**src/core/cmc_pkg.sv**
```systemverilog
package cmc_pkg;

    // ******************************************************
    // Register map (byte addresses)
    // ******************************************************
    localparam logic [7:0] CMC_STAT_ADDR = 8'h36 * 8'h04;
    localparam logic [7:0] CMC_MASK_ADDR = 8'h37 * 8'h04;
    localparam logic [7:0] CMC_CTRL_ADDR = 8'h40;
    localparam logic [7:0] CMC_INPUT_CURRENT_LIMIT_CODE_ADDR = 8'h44;

    // ******************************************************
    // Field positions
    // ******************************************************
    localparam int CMC_STAT_SUPPLY_BIT = 3;
    localparam int CMC_STAT_INPUT_CURRENT_LIMIT_CODE_BIT = 4;
    localparam int CMC_STAT_DONE_BIT = 5;
    localparam int CMC_STAT_CODE_LSB = 8;
    localparam int CMC_MASK_SUPPLY_BIT = 3;
    localparam int CMC_CTRL_CHG_BIT = 0;
    localparam int CMC_CTRL_TRK_BIT = 1;

    // ******************************************************
    // Reset values and limit code maximum
    // ******************************************************
    localparam logic [3:0] CMC_INPUT_CURRENT_LIMIT_CODE_DEFAULT = 4'h0;
    localparam logic [3:0] CMC_INPUT_CURRENT_LIMIT_CODE_MAX = 4'hf;
    localparam logic [1:0] CMC_CTRL_RESET = 2'h3;

    // ******************************************************
    // Charge status codes
    // ******************************************************
    localparam logic [3:0] CMC_CODE_OFF = 4'h0;
    localparam logic [3:0] CMC_CODE_TRICKLE = 4'h1;
    localparam logic [3:0] CMC_CODE_WEAK = 4'h2;
    localparam logic [3:0] CMC_CODE_CC = 4'h3;
    localparam logic [3:0] CMC_CODE_CV = 4'h4;
    localparam logic [3:0] CMC_CODE_DONE = 4'h5;
    localparam logic [3:0] CMC_CODE_FAULT = 4'h6;
    localparam logic [3:0] CMC_CODE_SUPPLY = 4'h7;

    // ******************************************************
    // Regulator target and isolation switch modes
    // ******************************************************
    localparam logic [1:0] CMC_ISO_OFF = 2'h0;
    localparam logic [1:0] CMC_ISO_ON = 2'h1;
    localparam logic [1:0] CMC_ISO_REG = 2'h2;
    localparam logic CMC_TGT_TRICKLE = 1'b0;
    localparam logic CMC_TGT_FAST = 1'b1;

    // ******************************************************
    // Timing
    // ******************************************************
    localparam longint CMC_CLK_HZ = 40000000;
    localparam longint CMC_TRK_MIN = 60;
    localparam longint CMC_TRK_CYCLES = CMC_TRK_MIN * 60 * CMC_CLK_HZ;
    localparam int CMC_END_US = 100;
    localparam longint CMC_END_CYCLES = CMC_END_US * CMC_CLK_HZ / 1000000;

    typedef enum logic [2:0] {
        CMC_ST_IDLE, CMC_ST_TRICKLE, CMC_ST_WEAK, CMC_ST_CC, CMC_ST_CV,
        CMC_ST_DONE, CMC_ST_FAULT, CMC_ST_SUPPLY
    } cmc_state_t;

endpackage

```
**src/core/cmc_charger_ctrl.sv**
```systemverilog
// Our own choices: register access over APB and the address map.
`timescale 1ns/10ps
// Operation
// - Four-bit software input current limit code, 100 mA to 1500 mA.
// - Limit code defaults to 100 mA code after every supply power cycle.
// - Set input-limited flag when limit starves fast charge current in CC or weak mode.
// - Bad supply: regulator off, isolation switch on, until it clears.
// - Status 0x36 bit 3 shows supply between valid-low and overvoltage.
// - Mask bit in 0x37 gates supply-in-range onto power good.
// - Power-good mask reset value comes from a fuse input.
// - Battery below dead threshold charges in trickle with trickle current.
// - Trickle: isolation switch off, regulator at trickle level.
// - Trickle entered only when trickle enable bit is set.
// - Trickle over 60 minutes: stop, switch on, regulator off, fault code.
// - Between dead and weak: weak mode, switch on, fast-charge level.
// - Weak mode keeps trickle current source on too.
// - Above both thresholds: constant-current fast charge.
// - In CC, system node low makes isolation switch regulate.
// - Sense at termination voltage enters constant-voltage mode.
// - Four-bit status code follows trickle, CC and CV modes.
// - After done, battery below termination minus hysteresis restarts charge.
// - When not charging, regulator holds trickle-level target.
// - CV current below end level for end time: switch off, done flag.
// - Charge enable cleared: switch off, regulator on at trickle level; in fault the code keeps switch on, regulator off.
module cmc_charger_ctrl
    import cmc_pkg::*;
#(
    parameter longint TRK_CYCLES = CMC_TRK_CYCLES,
    parameter longint END_CYCLES = CMC_END_CYCLES
) (
    input wire logic clk,
    input wire logic reset_n,
    input wire logic psel,
    input wire logic penable,
    input wire logic pwrite,
    input wire logic [7:0] paddr,
    input wire logic [31:0] pwdata,
    output logic [31:0] prdata,
    output logic pready,
    output logic pslverr,
    input wire logic fuse_power_good_out_mask,
    input wire logic supply_in_range,
    input wire logic input_supply_overvoltage,
    input wire logic batt_above_dead,
    input wire logic batt_above_weak,
    input wire logic battery_sense_at_term,
    input wire logic battery_sense_below_recharge,
    input wire logic system_node_below_fast,
    input wire logic current_below_end,
    input wire logic input_limit_active,
    output logic [1:0] battery_isolation_switch,
    output logic regulator_enable,
    output logic regulator_target,
    output logic trickle_current_enable,
    output logic fast_current_enable,
    output logic [3:0] input_current_limit_code,
    output logic power_good_out_o,
    output logic power_good_out_oe_n
);

    // ******************************************************
    // State
    // ******************************************************
    cmc_state_t state_r, state_nxt;
    logic [3:0] input_current_limit_code_r, input_current_limit_code_nxt;
    logic [1:0] ctrl_r, ctrl_nxt;
    logic mask_r, mask_nxt;
    logic fuse_done_r, fuse_done_nxt;
    logic input_current_limit_code_flag_r, input_current_limit_code_flag_nxt;
    logic done_flag_r, done_flag_nxt;
    logic [37:0] trk_cnt_r, trk_cnt_nxt;
    logic [31:0] end_cnt_r, end_cnt_nxt;
    logic [1:0] iso_r, iso_nxt;
    logic reg_en_r, reg_en_nxt;
    logic tgt_r, tgt_nxt;
    logic trk_i_r, trk_i_nxt;
    logic fast_i_r, fast_i_nxt;
    logic pg_r, pg_nxt;
    logic [31:0] prdata_r, prdata_nxt;
    logic pready_r, pready_nxt;
    logic pslverr_r, pslverr_nxt;

    logic acc, wr, mapped;
    logic supply_ok;

    function automatic logic [3:0] cmc_code(input cmc_state_t s);
        case (s)
            CMC_ST_TRICKLE: cmc_code = CMC_CODE_TRICKLE;
            CMC_ST_WEAK: cmc_code = CMC_CODE_WEAK;
            CMC_ST_CC: cmc_code = CMC_CODE_CC;
            CMC_ST_CV: cmc_code = CMC_CODE_CV;
            CMC_ST_DONE: cmc_code = CMC_CODE_DONE;
            CMC_ST_FAULT: cmc_code = CMC_CODE_FAULT;
            CMC_ST_SUPPLY: cmc_code = CMC_CODE_SUPPLY;
            default: cmc_code = CMC_CODE_OFF;
        endcase
    endfunction

    function automatic logic cmc_hit(input logic [7:0] a);
        cmc_hit = (a == CMC_STAT_ADDR) || (a == CMC_MASK_ADDR) ||
            (a == CMC_CTRL_ADDR) || (a == CMC_INPUT_CURRENT_LIMIT_CODE_ADDR);
    endfunction

    // ******************************************************
    // APB slave, one wait state per access (pready registered)
    // ******************************************************
    always_comb begin
        acc = psel && penable && !pready_r;
        wr = acc && pwrite;
        mapped = cmc_hit(paddr);
        pready_nxt = acc;
        pslverr_nxt = acc && !mapped;
        prdata_nxt = '0;
        if (acc && !pwrite) begin
            case (paddr)
                CMC_STAT_ADDR: begin
                    prdata_nxt[CMC_STAT_SUPPLY_BIT] = supply_ok;
                    prdata_nxt[CMC_STAT_INPUT_CURRENT_LIMIT_CODE_BIT] = input_current_limit_code_flag_r;
                    prdata_nxt[CMC_STAT_DONE_BIT] = done_flag_r;
                    prdata_nxt[CMC_STAT_CODE_LSB +: 4] = cmc_code(state_r);
                end
                CMC_MASK_ADDR: prdata_nxt[CMC_MASK_SUPPLY_BIT] = mask_r;
                CMC_CTRL_ADDR: prdata_nxt[1:0] = ctrl_r;
                CMC_INPUT_CURRENT_LIMIT_CODE_ADDR: prdata_nxt[3:0] = input_current_limit_code_r;
                default: prdata_nxt = '0;
            endcase
        end
    end

    // ******************************************************
    // Software registers
    // ******************************************************
    always_comb begin
        input_current_limit_code_nxt = input_current_limit_code_r;
        ctrl_nxt = ctrl_r;
        mask_nxt = mask_r;
        fuse_done_nxt = 1'b1;
        if (!fuse_done_r) begin
            mask_nxt = fuse_power_good_out_mask;
        end else if (wr && paddr == CMC_MASK_ADDR) begin
            mask_nxt = pwdata[CMC_MASK_SUPPLY_BIT];
        end
        if (wr && paddr == CMC_CTRL_ADDR) begin
            ctrl_nxt = pwdata[1:0];
        end
        if (wr && paddr == CMC_INPUT_CURRENT_LIMIT_CODE_ADDR) begin
            input_current_limit_code_nxt = pwdata[3:0];
        end
        supply_ok = supply_in_range && !input_supply_overvoltage;
        pg_nxt = !(mask_r && !supply_ok);
    end

    // ******************************************************
    // Mode machine
    // ******************************************************
    always_comb begin
        state_nxt = state_r;
        trk_cnt_nxt = '0;
        end_cnt_nxt = '0;
        done_flag_nxt = done_flag_r;
        input_current_limit_code_flag_nxt = input_current_limit_code_flag_r;
        if (wr && paddr == CMC_STAT_ADDR && pwdata[CMC_STAT_INPUT_CURRENT_LIMIT_CODE_BIT]) begin
            input_current_limit_code_flag_nxt = 1'b0;
        end
        if (wr && paddr == CMC_STAT_ADDR && pwdata[CMC_STAT_DONE_BIT]) begin
            done_flag_nxt = 1'b0;
        end
        if ((state_r == CMC_ST_CC || state_r == CMC_ST_WEAK) && input_limit_active) begin
            input_current_limit_code_flag_nxt = 1'b1;
        end
        if (!supply_ok) begin
            state_nxt = CMC_ST_SUPPLY;
        end else begin
            case (state_r)
                CMC_ST_SUPPLY, CMC_ST_IDLE: begin
                    if (ctrl_r[CMC_CTRL_CHG_BIT]) begin
                        if (!batt_above_dead) begin
                            state_nxt = ctrl_r[CMC_CTRL_TRK_BIT] ? CMC_ST_TRICKLE
                                : CMC_ST_IDLE;
                        end else if (!batt_above_weak) begin
                            state_nxt = CMC_ST_WEAK;
                        end else if (battery_sense_at_term) begin
                            state_nxt = CMC_ST_CV;
                        end else begin
                            state_nxt = CMC_ST_CC;
                        end
                    end else begin
                        state_nxt = CMC_ST_IDLE;
                    end
                end
                CMC_ST_TRICKLE: begin
                    trk_cnt_nxt = trk_cnt_r + 38'h1;
                    if (!ctrl_r[CMC_CTRL_CHG_BIT] || !ctrl_r[CMC_CTRL_TRK_BIT]) begin
                        state_nxt = CMC_ST_IDLE;
                    end else if (batt_above_dead) begin
                        state_nxt = CMC_ST_WEAK;
                    end else if (trk_cnt_r >= 38'(TRK_CYCLES)) begin
                        state_nxt = CMC_ST_FAULT;
                    end
                end
                CMC_ST_WEAK: begin
                    if (!ctrl_r[CMC_CTRL_CHG_BIT]) begin
                        state_nxt = CMC_ST_IDLE;
                    end else if (!batt_above_dead) begin
                        state_nxt = CMC_ST_IDLE;
                    end else if (batt_above_weak) begin
                        state_nxt = CMC_ST_CC;
                    end
                end
                CMC_ST_CC: begin
                    if (!ctrl_r[CMC_CTRL_CHG_BIT]) begin
                        state_nxt = CMC_ST_IDLE;
                    end else if (!batt_above_dead) begin
                        state_nxt = CMC_ST_IDLE;
                    end else if (battery_sense_at_term) begin
                        state_nxt = CMC_ST_CV;
                    end
                end
                CMC_ST_CV: begin
                    if (current_below_end) begin
                        end_cnt_nxt = end_cnt_r + 32'h1;
                    end
                    if (!ctrl_r[CMC_CTRL_CHG_BIT]) begin
                        state_nxt = CMC_ST_IDLE;
                    end else if (current_below_end && end_cnt_r >= 32'(END_CYCLES) - 32'h1) begin
                        state_nxt = CMC_ST_DONE;
                        done_flag_nxt = 1'b1;
                    end
                end
                CMC_ST_DONE: begin
                    if (!ctrl_r[CMC_CTRL_CHG_BIT]) begin
                        state_nxt = CMC_ST_IDLE;
                    end else if (battery_sense_below_recharge) begin
                        state_nxt = CMC_ST_IDLE;
                    end
                end
                CMC_ST_FAULT: state_nxt = CMC_ST_FAULT;
                default: state_nxt = CMC_ST_IDLE;
            endcase
        end
    end

    // ******************************************************
    // Power stage commands
    // ******************************************************
    always_comb begin
        iso_nxt = CMC_ISO_OFF;
        reg_en_nxt = 1'b1;
        tgt_nxt = CMC_TGT_TRICKLE;
        trk_i_nxt = 1'b0;
        fast_i_nxt = 1'b0;
        case (state_nxt)
            CMC_ST_SUPPLY, CMC_ST_FAULT: begin
                iso_nxt = CMC_ISO_ON;
                reg_en_nxt = 1'b0;
            end
            CMC_ST_TRICKLE: begin
                trk_i_nxt = 1'b1;
            end
            CMC_ST_WEAK: begin
                iso_nxt = CMC_ISO_ON;
                tgt_nxt = CMC_TGT_FAST;
                trk_i_nxt = 1'b1;
                fast_i_nxt = 1'b1;
            end
            CMC_ST_CC, CMC_ST_CV: begin
                iso_nxt = system_node_below_fast ? CMC_ISO_REG : CMC_ISO_ON;
                tgt_nxt = CMC_TGT_FAST;
                fast_i_nxt = 1'b1;
            end
            default: iso_nxt = CMC_ISO_OFF;
        endcase
    end

    always_ff @(posedge clk or negedge reset_n) begin
        if (!reset_n) begin
            state_r <= CMC_ST_IDLE;
            input_current_limit_code_r <= CMC_INPUT_CURRENT_LIMIT_CODE_DEFAULT;
            ctrl_r <= CMC_CTRL_RESET;
            mask_r <= 1'b0;
            fuse_done_r <= 1'b0;
            input_current_limit_code_flag_r <= 1'b0;
            done_flag_r <= 1'b0;
            trk_cnt_r <= '0;
            end_cnt_r <= '0;
            iso_r <= CMC_ISO_OFF;
            reg_en_r <= 1'b0;
            tgt_r <= CMC_TGT_TRICKLE;
            trk_i_r <= 1'b0;
            fast_i_r <= 1'b0;
            pg_r <= 1'b1;
            prdata_r <= '0;
            pready_r <= 1'b0;
            pslverr_r <= 1'b0;
        end else begin
            state_r <= state_nxt;
            input_current_limit_code_r <= input_current_limit_code_nxt;
            ctrl_r <= ctrl_nxt;
            mask_r <= mask_nxt;
            fuse_done_r <= fuse_done_nxt;
            input_current_limit_code_flag_r <= input_current_limit_code_flag_nxt;
            done_flag_r <= done_flag_nxt;
            trk_cnt_r <= trk_cnt_nxt;
            end_cnt_r <= end_cnt_nxt;
            iso_r <= iso_nxt;
            reg_en_r <= reg_en_nxt;
            tgt_r <= tgt_nxt;
            trk_i_r <= trk_i_nxt;
            fast_i_r <= fast_i_nxt;
            pg_r <= pg_nxt;
            prdata_r <= prdata_nxt;
            pready_r <= pready_nxt;
            pslverr_r <= pslverr_nxt;
        end
    end

    assign prdata = prdata_r;
    assign pready = pready_r;
    assign pslverr = pslverr_r;
    assign battery_isolation_switch = iso_r;
    assign regulator_enable = reg_en_r;
    assign regulator_target = tgt_r;
    assign trickle_current_enable = trk_i_r;
    assign fast_current_enable = fast_i_r;
    assign input_current_limit_code = input_current_limit_code_r;
    assign power_good_out_o = 1'b0;
    assign power_good_out_oe_n = pg_r;

    // ******************************************************
    // Checks
    // ******************************************************
    supply_bad_a: assert property (@(posedge clk) disable iff (!reset_n)
        !supply_ok |=> (iso_r == CMC_ISO_ON) && !reg_en_r)
        else $error("bad supply not isolated");
    trickle_iso_a: assert property (@(posedge clk) disable iff (!reset_n)
        state_r == CMC_ST_TRICKLE |-> iso_r == CMC_ISO_OFF && tgt_r == CMC_TGT_TRICKLE)
        else $error("trickle drive wrong");
    trickle_en_a: assert property (@(posedge clk) disable iff (!reset_n)
        $rose(state_r == CMC_ST_TRICKLE) |-> $past(ctrl_r[CMC_CTRL_TRK_BIT]))
        else $error("trickle without enable");
    weak_iso_a: assert property (@(posedge clk) disable iff (!reset_n)
        state_r == CMC_ST_WEAK |-> trk_i_r && fast_i_r && iso_r == CMC_ISO_ON)
        else $error("weak drive wrong");
    cv_entry_a: assert property (@(posedge clk) disable iff (!reset_n)
        state_r == CMC_ST_CC && supply_ok && ctrl_r[CMC_CTRL_CHG_BIT]
        && battery_sense_at_term |=> state_r == CMC_ST_CV)
        else $error("cv not entered");
    done_flag_a: assert property (@(posedge clk) disable iff (!reset_n)
        $rose(state_r == CMC_ST_DONE) |-> done_flag_r && iso_r == CMC_ISO_OFF)
        else $error("done without flag");
    status_code_a: assert property (@(posedge clk) disable iff (!reset_n)
        acc && !pwrite && paddr == CMC_STAT_ADDR
        |=> prdata_r[CMC_STAT_CODE_LSB +: 4] == cmc_code($past(state_r)))
        else $error("status code mismatch");
    disable_a: assert property (@(posedge clk) disable iff (!reset_n)
        supply_ok && !ctrl_r[CMC_CTRL_CHG_BIT] && state_r != CMC_ST_FAULT
        |=> iso_r == CMC_ISO_OFF && reg_en_r)
        else $error("disable drive wrong");
    power_good_out_a: assert property (@(posedge clk) disable iff (!reset_n)
        ##1 pg_r == !($past(mask_r) && !$past(supply_ok)))
        else $error("power good mismatch");
    input_current_limit_code_flag_a: assert property (@(posedge clk) disable iff (!reset_n)
        (state_r == CMC_ST_CC || state_r == CMC_ST_WEAK) && input_limit_active |=> input_current_limit_code_flag_r)
        else $error("input limit flag not set");
    fault_stop_a: assert property (@(posedge clk) disable iff (!reset_n)
        state_r == CMC_ST_FAULT |-> iso_r == CMC_ISO_ON && !reg_en_r && !trk_i_r && !fast_i_r)
        else $error("fault drive wrong");
    trickle_time_a: assert property (@(posedge clk) disable iff (!reset_n)
        state_r == CMC_ST_TRICKLE && supply_ok && ctrl_r[CMC_CTRL_CHG_BIT]
        && ctrl_r[CMC_CTRL_TRK_BIT] && !batt_above_dead && trk_cnt_r >= 38'(TRK_CYCLES)
        |=> state_r == CMC_ST_FAULT)
        else $error("trickle timeout missed");
    cc_regulate_a: assert property (@(posedge clk) disable iff (!reset_n)
        state_r == CMC_ST_CC && supply_ok && ctrl_r[CMC_CTRL_CHG_BIT] && batt_above_dead
        && !battery_sense_at_term && system_node_below_fast |=> iso_r == CMC_ISO_REG)
        else $error("isolation switch not regulating");
    recharge_start_a: assert property (@(posedge clk) disable iff (!reset_n)
        state_r == CMC_ST_DONE && supply_ok && ctrl_r[CMC_CTRL_CHG_BIT]
        && battery_sense_below_recharge |=> state_r == CMC_ST_IDLE)
        else $error("recharge not started");
    dead_trickle_a: assert property (@(posedge clk) disable iff (!reset_n)
        state_r == CMC_ST_IDLE && supply_ok && ctrl_r[CMC_CTRL_CHG_BIT]
        && ctrl_r[CMC_CTRL_TRK_BIT] && !batt_above_dead |=> state_r == CMC_ST_TRICKLE)
        else $error("trickle not entered");

endmodule

```
**config.mk**
```make
export PLATFORM = sky130hd
export DESIGN_NAME = cmc_charger_ctrl
export DESIGN_NICKNAME = d
export VERILOG_FILES = /design/src/core/cmc_pkg.sv /design/src/core/cmc_charger_ctrl.sv
export SDC_FILE = /design/constraint.sdc
export NUM_CORES = 1
export LEC_CHECK = 0
export ABC_AREA = 1
export BUFFER_PORTS_ARGS = -buffer_cell sky130_fd_sc_hd__clkbuf_2
export CORE_MARGIN = 2
export CORE_UTILIZATION = 50
export CTS_CLUSTER_DIAMETER = 100
export CTS_CLUSTER_SIZE = 40
export DETAILED_ROUTE_END_ITERATION = 6
export PLACE_DENSITY = 0.81
export SYNTH_ARGS = -nofsm -noshare
export SYNTH_HDL_FRONTEND = slang
export SYNTH_SLANG_ARGS = --single-unit
```
**constraint.sdc**
```tcl
create_clock -name clk -period 2.6 [get_ports clk]
set_clock_uncertainty 0.2 [all_clocks]
set_input_delay 0.78 -clock clk [delete_from_list [all_inputs] [get_ports clk]]
set_output_delay 0.78 -clock clk [all_outputs]
set_load 0.05 [all_outputs]
```
; ---- Word level (Yosys, flattened, before mapping)
; Cells that the tools add are included.
[classes]
addsub = 2
magnitude_cmp = 2
n_eq_ne = 18
n_mux = 46
reduce_logical = 36
[op_table]
columns = op, count
row1 = $mux 32, 3
row2 = $mux 38, 2
row3 = $mux 3, 18
row4 = $pmux 3 s7, 2
row5 = $add 38x1->38 const B, 1
row6 = $ge 38x38->1 const B, 1
row7 = $add 32x1->32 const B, 1
row8 = $ge 32x12->1 const B, 1
row9 = $eq 3x3->1 const B, 7
row10 = $eq 8x7->1 const B, 2
row11 = $eq 8x8->1 const B, 2
row12 = $logic_and 1x1->1, 15
row13 = $mux 1, 14
row14 = $eq 3x2->1 const B, 4
row15 = $mux 12, 1
row16 = $logic_not 1->1, 8
row17 = $pmux 2 s2, 2
row18 = $reduce_or 2->1, 4
row19 = $eq 3x1->1 const B, 2
row20 = $reduce_or 3->1, 2
row21 = $logic_or 1x1->1, 5
row22 = $mux 2, 2
row23 = $mux 4, 1
row24 = $logic_not 3->1, 1
row25 = 3 further kinds, 3
[word_totals]
ff_bits = 103
input_bits = 55
output_inout_bits = 46
word_cells = 121

; ---- Depth between registers and ports, before layout
[depth]
word_depth = 10
mapped_depth = 13
depth_no_buf = 13

; ---- Worst setup path before layout
; No wires, ideal clock.
[synth_timing]
path_kind = input port to flip-flop
startpoint = input port paddr[1]
endpoint = register ctrl_r[1]
setup_time_ns = 0.082
arrival_time_ns = 1.859
required_ns = 2.318
setup_slack_ns = 0.458
path_stages = 6
path_buffers = 0
path_cell_list = nor2_1 -> inv_1 -> nor2_1 -> nand2_1 -> nor3_1 -> mux2_2
[synth_via]
elab_chain_cells = 2
[synth_rtl]
columns = item, line
row1 = "start, declared", cmc_charger_ctrl.sv:36  ; input wire logic [7:0] paddr,
row2 = $eq 8x7->1, cmc_charger_ctrl.sv:143  ; if (wr && paddr == CMC_CTRL_ADDR) begin
row3 = $logic_and 1x1->1, cmc_charger_ctrl.sv:143
row4 = "end signal, assigned", cmc_charger_ctrl.sv:298  ; ctrl_r <= ctrl_nxt;
row5 = "end, declared", cmc_charger_ctrl.sv:66  ; logic [1:0] ctrl_r, ctrl_nxt;
; Every way passes these cells.
; A chain may end at the register's enable or synchronous reset.

; ---- Worst setup path after layout
[layout_timing]
startpoint = register end_cnt_r[0]
endpoint = register end_cnt_r[28]
[layout_via]
elab_chain_cells = 4
[layout_rtl]
columns = item, line
row1 = "start, declared", cmc_charger_ctrl.sv:72  ; logic [31:0] end_cnt_r, end_cnt_nxt;
row2 = "start signal, assigned", cmc_charger_ctrl.sv:304  ; end_cnt_r <= end_cnt_nxt;
row3 = $add 32x1->32, cmc_charger_ctrl.sv:221  ; end_cnt_nxt = end_cnt_r + 32'h1;
row4 = $mux 32, cmc_charger_ctrl.sv:220  ; if (current_below_end) begin
row5 = $mux 32, cmc_charger_ctrl.sv:174  ; case (state_r)
row6 = $mux 32, cmc_charger_ctrl.sv:171  ; if (!supply_ok) begin
row7 = net end_cnt_nxt[28], cmc_charger_ctrl.sv:72
; The timed path passes the listed nets, and every way through them passes these cells.

==> results.ini <==
[status]
outcome=finished, final reports clean

[die]
rows=38
dieArea_um2=12170
start_util_pct=51.70
die_w_um=110.3
fp.coreArea_um2=10940
fp.dieH_um=110.3
ios=101

[synthesis]
synth_cells=735
async_flop_share_pct=100.0
synth_edf_count=0
yosysWarnings=0
synth_area_per_cell_um2=7.693
seq_area_frac_synth_pct=44.32
synth-main-ff-cell=dfrtp_1
synth_top_family_by_area=simple AND/OR/NAND/NOR gates
synth_mux_area_share_pct=0.7966
ys_types=45
synth_seq_cells=100
synth-compound-area-share_pct=11.73
syn-cell-area_um2=5654
synth-simple-area-share_pct=30.87
synth_fa_ha_area_share_pct=0.6639
synth_xor_area_share_pct=0.6196

[route]
drt_iter0_markers=303
drtPass1Iterations=5
viasPerCell=5.263
ant_nets=0
drt_wl_total_mm=12.35
drc=0
post_drt_wl_per_cell_um=13.11
vias=4958

[critical_path]
endpoint=end_cnt_r[28]$_DFF_PN0_
path_cells=ha_1, nand2_1, nor2_2, nand2_2, nor2_2, nand2_1, nor2_2, nand2_2, nor3_4, nand3_1, nor3b_2
r2r-end=end_cnt_r[28]$_DFF_PN0_
slowest_stage=dfrtp_1
crit_required_ps=2620
crit_arrival_ps=2240
setup.worst_path.end_class=register
r2r_cells=11
startpoint_type=register
cpPeakStageDelay_ps=390
rrSetupSlack_ps=380
startpoint=end_cnt_r[0]$_DFF_PN0_
worstSetupPathType=register to register
r2r-start=end_cnt_r[0]$_DFF_PN0_
crit_top_cell=nor2_2
cp_max_fo=4

[grt]
grt.overflow.total=0
grt_pass1_vias=4670
grt_antenna_before_repair=0
grt_max_degree=39
grt_usage_pct=22.00
grt_pass1_wl_mm=20.98

[clock_network]
cts_setup_buffers=0
cts_sinks=100
cts_hold_buf=0
cts_root_buf=clkbuf_16
clk_latency_ps=360
clk_pin_slew_ps=70
cts_tree=done
cts_resized=0
cts_made_buffers=9
htree_levels=3
clockBufferDepth=2

[timing]
fin_crit_ps=2216
grt_setup_unrepaired=no
clock.fmax_mhz=451.3
period_share_pct=85.23
finalMaxSlewViolations=0
worst_pin_slew_ps=610.8
max-slew-margin-rel_pct=58.91
hold_viol=0
setup-violations-final=0
tns_ps=0

[finish]
area_delta_synth_final_pct=12.17
final_common_cell=nand2_1
final_cells=942
multiInputGateArea_um2=2620
diodes=0
final-seq-area_um2=2506
finalNetCount=855
fillers=1004
layout_common_cells=nand2_1, inv_1, dfrtp_1
drive_gt1_share_pct=14.59

[flow_run]
maxCapViolCount=0

[placement]
gp_congestion=0.9012
port-buffer-count=50
place_inst=926
dpl.hpwl_mm=9.167

[pwr]
peakVddDrop_mv=0.4492
powerDensity_nw_per_um2=501.7
power_uw=3182
leakage_uw=0.002822

[min_path]
min_path_type=input port to async pin

[where the power goes]
| group | internal, uW | switching [uW] | leakage, uW | total, uW |
|---|---|---|---|---|
| combinational | 56.8 | 222 | 0.00132 | 279 |
| clock | 694 | 622 | 0.000146 | 1320 |
| sequential | 1570 | 12.6 | 0.00136 | 1590 |
| total | 2320 | 857 | 0.00282 | 3180 |
[flip-flops by register name (all words and copies together) (netlist names)]
register                         count
pready                               1
prdata                               9
input_current_limit_code_flag_r      1
done_flag_r                          1
fuse_done_r                          1
input_current_limit_code             4
fast_current_enable                  1
power_good_out_oe_n                  1
trickle_current_enable               1
state_r                              3
mask_r                               1
pslverr                              1
end_cnt_r                           32
ctrl_r                               2
battery_isolation_switch             2
regulator_enable                     1
trk_cnt_r                           38
[cell type report]
cell class | instances | area share, %
Sequential cell | 100 | 39.51
Multi-Input combinational cell | 521 | 41.31
Clock inverter | 6 | 0.8680
Tap cell | 140 | 2.762
Inverter | 105 | 6.214
Clock buffer | 10 | 3.768
Timing Repair Buffer | 60 | 5.563
[cell families (layout without fill, tap and decap cells)]
family	count (synthesis)	count (layout)
mux	4	4
compound gates	117	117
other cells	2	25
flops	100	100
fa+ha+maj	3	3
buf+inv	137	181
simple gates	368	368
xor+xnor	4	4
[critical path, delay by kind of cell, from the launching register on]
family	cells	cell delay [ps]
flip-flops	1	390
AND/OR/NAND/NOR	10	1300
adder cells (fa/ha/maj)	1	180
[worst min path at each step]
| stage | to | slack (ps) | depth (start not counted) |
|---|---|---|---|
| floorplan | power_good_out_oe_n$_DFF_PN1_ | 200 | 1 |
| global placement | power_good_out_oe_n$_DFF_PN1_ | 210 | 1 |
| detailed placement | power_good_out_oe_n$_DFF_PN1_ | 220 | 1 |
| CTS | state_r[0]$_DFF_PN0_ | 160 | 1 |
| global route | end_cnt_r[31]$_DFF_PN0_ | 190 | 1 |
| finish | end_cnt_r[25]$_DFF_PN0_ | 150 | 1 |
[Yosys cell counts, types with 3 or more instances]
cell type  number  share of area, %
nor2_2         11               1.2
nor3b_1         9               1.2
nor3_1         43               3.8
mux2_2          4              0.80
inv_1          99               6.6
ha_1            3              0.66
nand4_1        16               1.8
buf_2           5              0.44
buf_4          25               3.3
a211oi_1        3              0.40
dfstp_2         3               1.4
nand2_1       126               8.4
xor2_1          3              0.46
nand2_2         5              0.55
o21ai_0        34               3.0
nor3_4          4               1.2
nor4_1         11               1.2
dfrtp_1        97                43
nor2_1         89               5.9
inv_2           4              0.27
a21oi_1        54               4.8
nand3_1        43               3.8
o21a_1         12               1.6
[routing by layer]
metal | share of wire, % | up-vias | GRT usage, % | wire, um
met5 | 0 | - | 0 | 0
met4 | 1.5 | 0 | 6.786 | 190
met3 | 6.2 | 17 | 4.879 | 763
met2 | 47 | 169 | 35.10 | 5858
met1 | 45 | 2276 | 30.11 | 5539
li1 | - | 2496 | - | -
[stage by stage]
stage | area [um^2] | utilization [%] | hold WS [ps] | setup WS, ps
finish | 6342 | 58.00 | 149.1 | 384.0
global route | 6342 | 58.00 | 187.4 | 150.7
CTS | 6342 | 58.00 | 161.6 | 392.9
global placement | 6048 | 55.31 | 214.9 | 216.2
detailed placement | 6048 | 55.31 | 216.9 | 119.5
floorplan | 5741 | - | 197.3 | 458.4
Power figures use the tool's default switching activity.
